[config.mk]
export PLATFORM = sky130hd
export DESIGN_NAME = pps_port_supervisor
export DESIGN_NICKNAME = d
export VERILOG_FILES = /design/src/verilog/pps_pkg.sv /design/src/verilog/pps_port_supervisor.sv
export SDC_FILE = /design/constraint.sdc
export NUM_CORES = 1
export LEC_CHECK = 0
export ABC_AREA = 1
export CAP_MARGIN = 20
export CORE_ASPECT_RATIO = 0.7
export CORE_MARGIN = 2
export CORE_UTILIZATION = 46
export DETAILED_ROUTE_END_ITERATION = 10
export DONT_BUFFER_PORTS = 1
export PLACE_DENSITY = 0.71
export SYNTH_ARGS = -nofsm -noshare
export SYNTH_HDL_FRONTEND = slang
export SYNTH_SLANG_ARGS = --single-unit
[constraint.sdc]
create_clock -name clk -period 8.7 [get_ports clk]
set_clock_uncertainty 0.15 [all_clocks]
set_input_delay 0.435 -clock clk [delete_from_list [all_inputs] [get_ports clk]]
set_output_delay 0.435 -clock clk [all_outputs]
set_load 0.02 [all_outputs]
[src/verilog/pps_pkg.sv]
/*
 * Shared constants and types for the four-port power supervisor: register
 * indexes, field positions, reset values, limit codes and timing figures.
 * Assumes a 50 MHz core clock and a byte address of four times the index.
 */
package pps_pkg;
	localparam int          CNT_W        = 24;
	localparam int          CLK_KHZ      = 50000;
	localparam int          SUP_GOOD_MS  = 3;
	localparam int          REM_WAIT_MS  = 300;
	// Register indexes.
	localparam logic [7:0]  R_INT        = 8'h00;
	localparam logic [7:0]  R_MASK       = 8'h01;
	localparam logic [7:0]  R_LD_RO      = 8'h06;
	localparam logic [7:0]  R_LD_COR     = 8'h07;
	localparam logic [7:0]  R_SF_RO      = 8'h08;
	localparam logic [7:0]  R_SF_COR     = 8'h09;
	localparam logic [7:0]  R_SUP_RO     = 8'h0A;
	localparam logic [7:0]  R_SUP_COR    = 8'h0B;
	localparam logic [7:0]  R_STAT       = 8'h10;
	localparam logic [7:0]  R_ADDR       = 8'h11;
	localparam logic [7:0]  R_DISC_EN    = 8'h13;
	localparam logic [7:0]  R_CFG        = 8'h17;
	localparam logic [7:0]  R_PWR        = 8'h19;
	localparam logic [7:0]  R_CLR        = 8'h1A;
	localparam logic [7:0]  R_ACTH       = 8'h23;
	localparam logic [7:0]  R_LIM_A      = 8'h2A;
	localparam logic [7:0]  R_LIM_B      = 8'h2B;
	localparam logic [7:0]  PTR_LAST     = 8'h26;
	// Field positions.
	localparam int          INT_SUP_B    = 7;
	localparam int          INT_SF_B     = 6;
	localparam int          INT_LD_B     = 2;
	localparam int          CFG_INT_EN_B = 7;
	localparam int          CFG_AUTO_B   = 2;
	localparam int          CLR_ALL_B    = 7;
	localparam int          CLR_SWRST_B  = 4;
	localparam int          STAT_OSC_B   = 4;
	localparam int          STAT_HOT_B   = 5;
	localparam logic [7:0]  CFG_RST      = 8'h80;
	// Limit codes and class results.
	localparam logic [2:0]  CLS_1        = 3'h1;
	localparam logic [2:0]  CLS_2        = 3'h2;
	localparam logic [2:0]  LIM_CLS1     = 3'h6;
	localparam logic [2:0]  LIM_CLS2     = 3'h7;
	localparam logic [2:0]  LIM_DEF      = 3'h0;
	// Serial bus addressing.
	localparam logic [2:0]  DEV_ADDR_HI  = 3'h2;
	localparam logic [6:0]  GLOBAL_ADDR  = 7'h30;
	localparam logic [3:0]  BITS_BYTE    = 4'h8;

	typedef enum logic [5:0] {
		I_IDLE = 6'h01,
		I_ADDR = 6'h02,
		I_ACK  = 6'h04,
		I_WRX  = 6'h08,
		I_RDX  = 6'h10,
		I_RACK = 6'h20
	} pps_bus_st_t;

	typedef struct packed {
		logic [3:0]  shd_n;
		logic [11:0] cls;
		logic [3:0]  dc_low;
		logic [3:0]  ac_low;
		logic [3:0]  st_flt;
		logic        lock;
		logic        main_good;
		logic        main_over;
		logic        main_under;
		logic        logic_under;
		logic        logic_over;
		logic        osc_bad;
		logic        hot;
		logic [3:0]  strap;
		logic        scl;
		logic        sda;
	} pps_pins_t;

	typedef struct packed {
		pps_pins_t             s1;
		pps_pins_t             s2;
		logic                  scl_d;
		logic                  sda_d;
		logic                  core_d;
		logic [CNT_W-1:0]      sup_cnt;
		logic                  lock_seen;
		logic                  hot_seen;
		logic [3:0]            strap_q;
		logic [3:0]            pwr;
		logic [3:0][CNT_W-1:0] rem_cnt;
		logic [3:0]            ld_ev;
		logic [3:0]            sf_ev;
		logic [7:0]            sup_ev;
		logic [7:0]            mask;
		logic [7:0]            cfg;
		logic [3:0]            dc_en;
		logic [3:0]            ac_en;
		logic [2:0]            acth;
		logic [3:0][2:0]       lim;
		logic                  sw_rst;
		logic                  int_oe;
		pps_bus_st_t           st;
		logic [3:0]            cnt;
		logic [7:0]            sh;
		logic                  rw;
		logic                  have_cmd;
		logic                  rack;
		logic [7:0]            ptr;
		logic                  sda_oe;
		logic                  av_ack;
		logic [7:0]            av_rd;
	} pps_state_t;
endpackage

[src/verilog/pps_port_supervisor.sv]
/*
 * Supervisory logic of a four-port power controller: port power gating,
 * limit-code selection, load-removal timers, event latching, interrupt,
 * an Avalon-MM register slave and a sampled two/three-wire serial slave.
 * Assumes analog comparators deliver the sense levels as asynchronous pins
 * and that the serial clock is much slower than clk.
 */
module pps_port_supervisor #(
	parameter logic [pps_pkg::CNT_W-1:0] SUP_CYC =
		pps_pkg::CNT_W'(pps_pkg::SUP_GOOD_MS * pps_pkg::CLK_KHZ + 1),
	parameter logic [pps_pkg::CNT_W-1:0] REM_CYC =
		pps_pkg::CNT_W'(pps_pkg::REM_WAIT_MS * pps_pkg::CLK_KHZ + 1)
) (
	input  wire logic        clk,
	input  wire logic        rst_b,
	input  wire logic [9:0]  avs_address,
	input  wire logic        avs_read,
	input  wire logic        avs_write,
	input  wire logic [3:0]  avs_byteenable,
	input  wire logic [31:0] avs_writedata,
	output logic      [31:0] avs_readdata,
	output logic             avs_waitrequest,
	input  wire logic [3:0]  port_shutdown_n,
	input  wire logic [11:0] class_result,
	input  wire logic [3:0]  dc_below,
	input  wire logic [3:0]  ac_below,
	input  wire logic [3:0]  start_fault,
	input  wire logic        logic_supply_lockout,
	input  wire logic        main_supply_good,
	input  wire logic        main_supply_over_flag,
	input  wire logic        main_supply_under_flag,
	input  wire logic        logic_supply_under_flag,
	input  wire logic        logic_supply_over_flag,
	input  wire logic        ac_probe_low,
	input  wire logic        over_temp,
	input  wire logic        addr_strap_3,
	input  wire logic        addr_strap_2,
	input  wire logic        addr_strap_1,
	input  wire logic        addr_strap_0,
	input  wire logic        serial_clk,
	input  wire logic        serial_data_in,
	output logic             serial_data_out,
	output logic             serial_data_out_oe,
	output logic             int_out,
	output logic             int_out_oe,
	output logic      [3:0]  port_power_en,
	output logic      [11:0] current_limit_code,
	output logic      [3:0]  dc_removal_watch_en,
	output logic      [3:0]  ac_removal_watch_en,
	output logic      [2:0]  ac_current_threshold
);
	import pps_pkg::*;

	pps_state_t q;
	pps_state_t n;
	logic [1:0] rs_q;
	logic       rst_ok;
	logic       rdy;
	logic       core_rst;
	logic       rise;
	logic       fall;
	logic       start_c;
	logic       stop_c;
	logic       addr_hit;
	logic       i2c_rd;
	logic       i2c_wr;
	logic       av_go;
	logic       acc_rd;
	logic       acc_wr;
	logic [7:0] acc_idx;
	logic [7:0] acc_wd;
	logic [7:0] rd_val;
	logic [7:0] summary;
	logic [3:0] hit;
	logic [3:0] ld_set;
	logic [7:0] sup_set;
	logic [7:0] wr_on;

	// Saturating count, shared by the supply and removal timers.
	function automatic logic [CNT_W-1:0] inc_sat(input logic [CNT_W-1:0] v,
		input logic [CNT_W-1:0] lim);
		inc_sat = (v < lim) ? v + 1'b1 : v;
	endfunction

	// Pointer step; it parks at the last address instead of wrapping.
	function automatic logic [7:0] ptr_next(input logic [7:0] p);
		ptr_next = (p < PTR_LAST) ? p + 1'b1 : p;
	endfunction

	// Limit code from a class result; high-power classes stay at default.
	function automatic logic [2:0] auto_code(input logic [2:0] c);
		case (c)
			CLS_1:   auto_code = LIM_CLS1;
			CLS_2:   auto_code = LIM_CLS2;
			default: auto_code = LIM_DEF;
		endcase
	endfunction

	// Reset release through two flops so no flop leaves reset mid-edge.
	always_ff @(posedge clk or negedge rst_b) begin
		if (!rst_b) begin
			rs_q <= 2'h0;
		end else begin
			rs_q <= {rs_q[0], 1'b1};
		end
	end
	assign rst_ok = rs_q[1];

	// Decoded conditions used by several processes below.
	assign rdy      = (q.sup_cnt == SUP_CYC);
	assign core_rst = !rdy || q.s2.lock || (q.hot_seen && !q.s2.hot) ||
		q.sw_rst;
	assign rise     = q.s2.scl && !q.scl_d;
	assign fall     = !q.s2.scl && q.scl_d;
	assign start_c  = q.s2.scl && q.scl_d && q.sda_d && !q.s2.sda;
	assign stop_c   = q.s2.scl && q.scl_d && !q.sda_d && q.s2.sda;
	assign addr_hit = (q.sh[7:1] == {DEV_ADDR_HI, q.strap_q}) ||
		(q.sh[7:1] == GLOBAL_ADDR);
	assign summary  = {|q.sup_ev, |q.sf_ev, 3'h0, |q.ld_ev, 2'h0};

	// The serial slave takes priority; a colliding Avalon request waits.
	assign i2c_wr  = !start_c && !stop_c && fall && q.st == I_WRX &&
		q.cnt == BITS_BYTE && q.have_cmd;
	assign i2c_rd  = !start_c && !stop_c && fall &&
		((q.st == I_ACK && q.rw) || (q.st == I_RACK && q.rack));
	assign av_go   = (avs_read || avs_write) && !q.av_ack &&
		!i2c_wr && !i2c_rd;
	assign acc_rd  = i2c_rd || (av_go && avs_read);
	assign acc_wr  = i2c_wr || (av_go && avs_write && avs_byteenable[0]);
	assign acc_idx = (i2c_rd || i2c_wr) ? q.ptr : avs_address[9:2];
	assign acc_wd  = i2c_wr ? q.sh : avs_writedata[7:0];
	assign wr_on   = acc_wr ? acc_wd : 8'h00;
	assign avs_waitrequest = (avs_read || avs_write) && !q.av_ack;

	// Register read map; alias and clear-on-read share contents.
	always_comb begin
		case (acc_idx)
			R_INT:     rd_val = summary;
			R_MASK:    rd_val = q.mask;
			R_LD_RO,
			R_LD_COR:  rd_val = {q.ld_ev, 4'h0};
			R_SF_RO,
			R_SF_COR:  rd_val = {4'h0, q.sf_ev};
			R_SUP_RO,
			R_SUP_COR: rd_val = q.sup_ev;
			R_STAT:    rd_val = {2'h0, q.s2.hot, q.s2.osc_bad, q.pwr};
			R_ADDR:    rd_val = {1'b0, DEV_ADDR_HI, q.strap_q};
			R_DISC_EN: rd_val = {q.ac_en, q.dc_en};
			R_CFG:     rd_val = q.cfg;
			R_ACTH:    rd_val = {5'h0, q.acth};
			R_LIM_A:   rd_val = {1'b0, q.lim[1], 1'b0, q.lim[0]};
			R_LIM_B:   rd_val = {1'b0, q.lim[3], 1'b0, q.lim[2]};
			default:   rd_val = 8'h00;
		endcase
	end

	// Removal timer hits and load events, one per port, and supply event sources.
	always_comb begin
		for (int i = 0; i < 4; i++) begin
			hit[i]    = q.rem_cnt[i] == REM_CYC;
			ld_set[i] = q.pwr[i] && hit[i];
		end
		// Under/over warnings other than main_over only set flags; main_over, hot and osc_bad (with ac_en) also cut power.
		sup_set = {q.s2.main_over, q.s2.logic_over, q.s2.logic_under,
			q.s2.main_under, 1'b0, q.s2.hot, q.s2.osc_bad,
			q.lock_seen && !core_rst};
	end

	// Next-state logic for the whole block.
	always_comb begin
		n = q;
		n.s1 = {port_shutdown_n, class_result, dc_below, ac_below,
			start_fault, logic_supply_lockout, main_supply_good,
			main_supply_over_flag, main_supply_under_flag,
			logic_supply_under_flag, logic_supply_over_flag, ac_probe_low,
			over_temp, addr_strap_3, addr_strap_2, addr_strap_1,
			addr_strap_0, serial_clk, serial_data_in};
		n.s2 = q.s1;
		n.scl_d = q.s2.scl;
		n.sda_d = q.s2.sda;
		n.core_d = core_rst;
		n.av_ack = av_go;
		if (av_go && avs_read) begin
			n.av_rd = rd_val;
		end
		n.sup_cnt = q.s2.main_good ? inc_sat(q.sup_cnt, SUP_CYC) :
			{CNT_W{1'b0}};
		if (q.s2.lock) begin
			n.lock_seen = 1'b1;
		end else if (!core_rst) begin
			n.lock_seen = 1'b0;
		end
		if (q.s2.hot) begin
			n.hot_seen = 1'b1;
		end else if (core_rst) begin
			n.hot_seen = 1'b0;
		end
		if (q.core_d && !core_rst) begin
			n.strap_q = q.s2.strap;
		end

		// Software writes to control registers.
		if (acc_wr) begin
			case (acc_idx)
				R_MASK:    n.mask = acc_wd;
				R_DISC_EN: begin
					n.dc_en = acc_wd[3:0];
					n.ac_en = acc_wd[7:4];
				end
				R_CFG:     n.cfg = acc_wd;
				R_ACTH:    n.acth = acc_wd[2:0];
				R_LIM_A:   begin
					n.lim[0] = acc_wd[2:0];
					n.lim[1] = acc_wd[6:4];
				end
				R_LIM_B:   begin
					n.lim[2] = acc_wd[2:0];
					n.lim[3] = acc_wd[6:4];
				end
				default:   n.sw_rst = acc_idx == R_CLR &&
					acc_wd[CLR_SWRST_B];
			endcase
		end
		// Automatic selection overrides host codes every cycle.
		if (q.cfg[CFG_AUTO_B]) begin
			for (int i = 0; i < 4; i++) begin
				n.lim[i] = auto_code(q.s2.cls[3*i +: 3]);
			end
		end

		// Port power and removal timers per port; events follow below.
		for (int i = 0; i < 4; i++) begin
			n.rem_cnt[i] = (q.pwr[i] && ((q.dc_en[i] && q.s2.dc_low[i]) ||
				(q.ac_en[i] && q.s2.ac_low[i]))) ?
				inc_sat(q.rem_cnt[i], REM_CYC) : {CNT_W{1'b0}};
			if (wr_on[i] && acc_idx == R_PWR) begin
				n.pwr[i] = 1'b1;
			end
			if (core_rst || q.s2.main_over || q.s2.hot ||
				!q.s2.shd_n[i] || hit[i] || q.s2.st_flt[i] ||
				(q.ac_en[i] && q.s2.osc_bad) ||
				(wr_on[i + 4] && acc_idx == R_PWR)) begin
				n.pwr[i] = 1'b0;
			end
		end

		// Events: clear first, then a same-cycle set wins over the clear.
		if (acc_rd && acc_idx == R_LD_COR) begin
			n.ld_ev = 4'h0;
		end
		if (acc_rd && acc_idx == R_SF_COR) begin
			n.sf_ev = 4'h0;
		end
		if (acc_rd && acc_idx == R_SUP_COR) begin
			n.sup_ev = 8'h00;
		end
		if (acc_idx == R_CLR && wr_on[CLR_ALL_B]) begin
			n.ld_ev  = 4'h0;
			n.sf_ev  = 4'h0;
			n.sup_ev = 8'h00;
		end
		n.ld_ev  = (n.ld_ev | ld_set) & q.s2.shd_n;
		n.sf_ev  = (n.sf_ev | q.s2.st_flt) & q.s2.shd_n;
		n.sup_ev = n.sup_ev | sup_set;

		// Open-drain interrupt follows unmasked summary bits.
		n.int_oe = q.cfg[CFG_INT_EN_B] &&
			|(summary & q.mask);

		// Serial slave: sampled on clk, only ever drives data low.
		if (start_c) begin
			n.st = I_ADDR;
			n.cnt = 4'h0;
			n.have_cmd = 1'b0;
			n.sda_oe = 1'b0;
		end else if (stop_c) begin
			n.st = I_IDLE;
			n.sda_oe = 1'b0;
		end else if (i2c_rd) begin
			n.sh = rd_val;
			n.ptr = ptr_next(q.ptr);
			n.sda_oe = !rd_val[7];
			n.cnt = 4'h0;
			n.st = I_RDX;
		end else begin
			case (q.st)
				I_ADDR, I_WRX: begin
					if (rise && q.cnt != BITS_BYTE) begin
						n.sh = {q.sh[6:0], q.s2.sda};
						n.cnt = q.cnt + 1'b1;
					end
					if (fall && q.cnt == BITS_BYTE) begin
						n.st = I_ACK;
						n.sda_oe = 1'b1;
						if (q.st == I_ADDR) begin
							n.rw = q.sh[0];
							if (!addr_hit) begin
								n.st = I_IDLE;
								n.sda_oe = 1'b0;
							end
						end else begin
							n.rw = 1'b0;
							n.have_cmd = 1'b1;
							n.ptr = q.have_cmd ? ptr_next(q.ptr) : q.sh;
						end
					end
				end
				I_ACK: begin
					if (fall) begin
						n.sda_oe = 1'b0;
						n.cnt = 4'h0;
						n.st = I_WRX;
					end
				end
				I_RDX: begin
					if (rise) begin
						n.sh = {q.sh[6:0], 1'b0};
						n.cnt = q.cnt + 1'b1;
					end
					if (fall) begin
						n.sda_oe = (q.cnt == BITS_BYTE) ? 1'b0 : !q.sh[7];
						n.st = (q.cnt == BITS_BYTE) ? I_RACK : I_RDX;
					end
				end
				I_RACK: begin
					if (rise) begin
						n.rack = !q.s2.sda;
					end
					if (fall) begin
						n.st = I_IDLE;
					end
				end
				default: begin
					n.st = I_IDLE;
					n.sda_oe = 1'b0;
				end
			endcase
		end

		// Core reset returns control and event state to defaults.
		if (core_rst) begin
			n.pwr    = 4'h0;
			n.ld_ev  = 4'h0;
			n.sf_ev  = 4'h0;
			n.sup_ev = {7'h00, q.s2.lock || q.lock_seen};
			n.mask   = 8'h00;
			n.cfg    = CFG_RST;
			n.dc_en  = 4'h0;
			n.ac_en  = 4'h0;
			n.acth   = 3'h0;
			n.lim    = '0;
			n.sw_rst = 1'b0;
		end
	end

	// Single state register; async reset loads constants only.
	always_ff @(posedge clk or negedge rst_ok) begin
		if (!rst_ok) begin
			q    <= '0;
			q.st <= I_IDLE;
		end else begin
			q <= n;
		end
	end

	// Outputs straight from flops, except serial_data_out and int_out, tied low.
	assign avs_readdata         = {24'h0, q.av_rd};
	assign serial_data_out      = 1'b0;
	assign serial_data_out_oe   = q.sda_oe;
	assign int_out              = 1'b0;
	assign int_out_oe           = q.int_oe;
	assign port_power_en        = q.pwr;
	assign current_limit_code   = q.lim;
	assign dc_removal_watch_en  = q.dc_en;
	assign ac_removal_watch_en  = q.ac_en;
	assign ac_current_threshold = q.acth;
endmodule

Word level (Yosys, flattened, before mapping)

Cells that the tools add are included.

Flip-flop bits (word level): 315
Input port bits: 92
Output and inout port bits: 64
Logic and storage cells: 394

Add/subtract/negate cells: 7
Order comparisons: 6
Equal/unequal tests: 59
Multiplexer cells: 83
Bitwise gates (word level): 9
Reductions and logical operators: 158

Operators by type and width:

| cell                                                         | number |
|---|---|
| two-way mux 24 bit                                           | 10 |
| adder 24 x 1 -> 24 bit, second input constant                | 5 |
| == test 24 bit, second input constant                        | 4 |
| less-than comparator 24 bit, second input constant           | 4 |
| one-hot mux 8 bit (12 select lines)                          | 1 |
| two-way mux 8 bit                                            | 11 |
| logical AND 1 bit                                            | 60 |
| two-way mux 56 bit                                           | 1 |
| == test 8 x 5 -> 1 bit, second input constant                | 6 |
| two-way mux 6 bit                                            | 8 |
| two-way mux 40 bit                                           | 1 |
| logical OR 1 bit                                             | 36 |
| two-way mux 12 bit                                           | 3 |
| == test 8 x 4 -> 1 bit, second input constant                | 4 |
| AND reduction 5 bit                                          | 6 |
| two-way mux 1 bit                                            | 25 |
| == test 24 x 18 -> 1 bit, second input constant              | 1 |
| == test 8 x 6 -> 1 bit, second input constant                | 3 |
| less-than comparator 24 x 18 -> 1 bit, second input constant | 1 |
| one-hot mux 3 bit (2 select lines)                           | 4 |
| one-hot mux 6 bit (4 select lines)                           | 1 |
| nonzero test 3 bit                                           | 8 |
| two-way mux 23 bit                                           | 1 |
| two-way mux 10 bit                                           | 2 |
| 44 further kinds                                             | 116 |

Longest topological paths before layout

Depth after elaboration: 21
Mapped depth: 20
Mapped depth without buffers: 18

Least setup slack after synthesis

Ideal clock, no wire load.

Path type: flip-flop to flip-flop
Start point: register q[29] (netlist bit)
End point: register q[86] (netlist bit)
Library setup time: 0.136 ns
Arrival: 2.072 ns
Required time: 8.414 ns
Setup slack: 6.342 ns
Stages on the path, launching flop included: 16
Buffers on the path: 2
Clock period less this slack: 2.358 ns
Path through: dfrtp_1 -> inv_1 -> ha_1 -> nand3b_4 -> nor2_4 -> nand3_4 -> nand2_2 -> buf_6 -> nand2_1 -> nand2_2 -> nand2_4 -> nor2_4 -> nand3_2 -> buf_4 -> nand3_1 -> a21oi_1

RTL lines:

| element                | RTL line                   | source |
|---|---|---|
| start, declared        | pps_port_supervisor.sv:54  | `pps_state_t q;` |
| start signal, assigned | pps_port_supervisor.sv:362 | `q <= n;` |

==> out/metrics.yaml <==
drt-wirelength-per-cell_um: 16.8
chipWidth_um: 228
leakagePower_nw: 7.83
min_delay_worst_endpoint: "avs_readdata[7]"
syn-mean-instance-area_um2: 8.24
wirelength_um: 41400
synth-warning-count: 0
unrepaired_setup_endpoints_after_global_routing: "no"
synth_edf_count: 0
vias_per_cell: 5.41
worst-setup-path-type: "register to register"
combined_area_of_all_synthesized_cells_um2: 16100
synth_top_cells_by_area: "sky130_fd_sc_hd__dfrtp_1 49%, sky130_fd_sc_hd__nand2_1 8.8%, sky130_fd_sc_hd__nand3_1 5.9%"
core_area_um2: 34600
finalSetupTns_ns: 0
stdcell_area_um2: 17700
cts_max_level: 1
fmaxAchievable_mhz: 281
outcome: "finished, final reports clean"
postSynth.asyncResetShare: 1.00
floorplan.initialDensity: 0.466
maxCapViolations: 0
crit_required_ns: 8.99
final.period_utilization: 0.408
holdCritPathClass: "primary input to register"
commonest_cells_after_routing_fill_and_taps_aside: "378 x sky130_fd_sc_hd__nand2_1, 312 x sky130_fd_sc_hd__dfrtp_1, 229 x sky130_fd_sc_hd__inv_1, 190 x sky130_fd_sc_hd__nand3_1, 186 x sky130_fd_sc_hd__nor2_1"
reg2reg_to: "q[85]"
worst-endpoint-arrival_ns: 3.85
antenna_found_initial: 1
postLayoutCoreUtil: 0.511
vias: 13300
mostFrequentLayoutCell: "sky130_fd_sc_hd__nand2_1"
grt_start_max_net_pins: 156
synth_cell_type_count: 58
worst-r2r-cell-count: 11
number_of_cts_inserted_buffers: 31
sum_of_met3_wire_segment_lengths_after_detailed_routing_um: 4150
maximum_buffer_depth_of_the_clock_tree: 3
globalRoute.totalOverflow: 0
place.detailed.instances: 2364
fin_ws_ns: 5.15
synth-main-ff-cell: "sky130_fd_sc_hd__dfrtp_1"
post_cts_resize_count: 0
postSynthRegisterBits: 314
worst_hold_path_cells: 4
clock_sink_count: 314
gr-usage-all-layers: 0.228
fin_hold_ws_ns: 0.124
met2_wirelength_um: 16600
routabilityCongestion: 0.970
reg2reg_from: "q[33]"
power.total_mw: 3.14
layout-drive-gt1-share: 0.0668
ir_drop_mv: 0.161
post-route-min-period_ns: 3.55
cell_at_the_root_of_the_clock_tree: "sky130_fd_sc_hd__clkbuf_16"
hpwlAfterDp_um: 30700
relSlewSlack: 0.370
reg2reg_setup_slack_ns: 5.15
remaining_drcs: 0
port_buffers: 0
grt_pass1_vias: 12100
finish.net_count: 2079
report.final.slew_viol_count: 0
io-pin-count: 156
worstPathMaxFanout: 23
cp-end-kind: "register"
layout-area-overhead-vs-synth_pct: 9.73
route.top_layer_used: "met5"
tritoncts: "built"
worst_hold_startpoint: "avs_read"
synth.largest_area_cell: "sky130_fd_sc_hd__dfrtp_1"
syn_inst: 1955
drt_pre_antenna_iters: 6
final-setup-viol-count: 0
postRouteAntennaNets: 0
die_height_um: 161
max_slew.worst_pin.slew_ns: 0.935
postPlaceCellArea_um2: 16200
cts.reportedPaths.clkPinSlew_ns: 0.06
hold_viol: 0
clkLatencyLatePin_ns: 0.58
post_layout_nonfiller_instances: 2465
placement_rows: 57
cp-start-kind: "register"
grt_pass1_wl_um: 65800
die_area_um2: 36600
synth_top_area_share: 0.486
power_density_nw_per_um2: 178
post-place-ws_ns: 5.24
dr.first_iter.drc_count: 1494
met1_length_um: 19800
synth-seq-area-share: 0.488
[worst max path at each step]
stage,from,end,depth (start not counted)
after floorplan,rs_q[1],ac_current_threshold[0],0
after global placement,q[33],q[80],11
after detailed placement,q[33],q[85],11
after CTS,q[33],q[85],11
after global routing,n[228],q[85],11
final,q[33],q[85],11
[cells by family (layout without fill, tap and decap cells)]
kind of cell	Yosys count	in the layout	share of synthesized area
simple gates	956	956	0.276
other cells	2	29	0.000466
compound gates	298	298	0.106
buf+inv	333	344	0.0967
mux	6	6	0.00412
fa+ha+maj	18	18	0.0140
flops	314	314	0.488
xor+xnor	28	28	0.0152
[power breakdown]
| group | internal, mW | switching [mW] | total (mW) |
|---|---|---|---|
| combinational | 0.0672 | 0.141 | 0.208 |
| sequential | 1.51 | 0.0476 | 1.56 |
| clock | 0.795 | 0.579 | 1.37 |
| total | 2.38 | 0.767 | 3.14 |
[layer usage]
metal	global-route usage	vias up
met5	0.00269	-
met4	0.0535	2
met3	0.0596	71
met2	0.306	518
met1	0.363	6322
li1	-	6419
[flip-flops by register name (all words and copies together), names as in the netlist]
name	count
ac_current_threshold	3
ac_removal_watch_en	4
avs_readdata	8
current_limit_code	12
dc_removal_watch_en	4
int_out_oe	1
n	44
port_power_en	4
q	231
rs_q	2
serial_data_out_oe	1
[final cells by class]
cell class	instances	area (um2)
clock buffer	42	877
inverter	240	901
fill	3237	16900
antenna	2	5.00
tap	472	591
sequential	314	7860
multi-input combinational	1333	6790
clock inverter	13	164
timing repair buffer	49	490
[cells in the mapped netlist (5+ instances only)]
cell type and n:
sky130_fd_sc_hd__nor3_1 65, sky130_fd_sc_hd__nor2_2 7, sky130_fd_sc_hd__mux2_2 5, sky130_fd_sc_hd__inv_1 229
sky130_fd_sc_hd__nor2_1 186, sky130_fd_sc_hd__o22ai_1 14, sky130_fd_sc_hd__a22oi_1 5, sky130_fd_sc_hd__buf_2 6
sky130_fd_sc_hd__dfrtp_1 313, sky130_fd_sc_hd__o31ai_1 22, sky130_fd_sc_hd__ha_1 18, sky130_fd_sc_hd__a211oi_1 5
sky130_fd_sc_hd__xor2_1 21, sky130_fd_sc_hd__nor2_8 6, sky130_fd_sc_hd__o21ai_1 17, sky130_fd_sc_hd__nand3_1 190
sky130_fd_sc_hd__or2_2 11, sky130_fd_sc_hd__inv_2 6, sky130_fd_sc_hd__nand2_4 10, sky130_fd_sc_hd__nor4_1 20
sky130_fd_sc_hd__a21oi_1 112, sky130_fd_sc_hd__a31oi_1 11, sky130_fd_sc_hd__nand2_1 378, sky130_fd_sc_hd__o21a_1 6
sky130_fd_sc_hd__nand3b_1 6, sky130_fd_sc_hd__xnor2_1 7, sky130_fd_sc_hd__clkbuf_1 13, sky130_fd_sc_hd__buf_4 66
sky130_fd_sc_hd__buf_6 7, sky130_fd_sc_hd__clkinv_1 5, sky130_fd_sc_hd__nand4_1 40, sky130_fd_sc_hd__o21ai_0 85
sky130_fd_sc_hd__nand2_2 19
[worst max-delay path, stage by stage (launching register included)]
cell and delay (ns):
sky130_fd_sc_hd__dfstp_2 0.53, sky130_fd_sc_hd__nor2_2 0.06, sky130_fd_sc_hd__nand4_1 0.09, sky130_fd_sc_hd__nand2_1 0.06, sky130_fd_sc_hd__nand2_2 0.37, sky130_fd_sc_hd__nand3_1 0.16
sky130_fd_sc_hd__nor2_1 0.67, sky130_fd_sc_hd__inv_1 0.33, sky130_fd_sc_hd__a21oi_1 0.43, sky130_fd_sc_hd__nand2_1 0.30, sky130_fd_sc_hd__nand3_1 0.18, sky130_fd_sc_hd__a21oi_1 0.08
[what timing repair did]
action | 4_1_cts | 5_1_grt
hold endpoints to repair | 44 | 0
setup endpoints to repair | 0 | 0
buffers inserted | 0 | 0
hold buffers | 44 | 0
(Power assumes the default switching activity.)
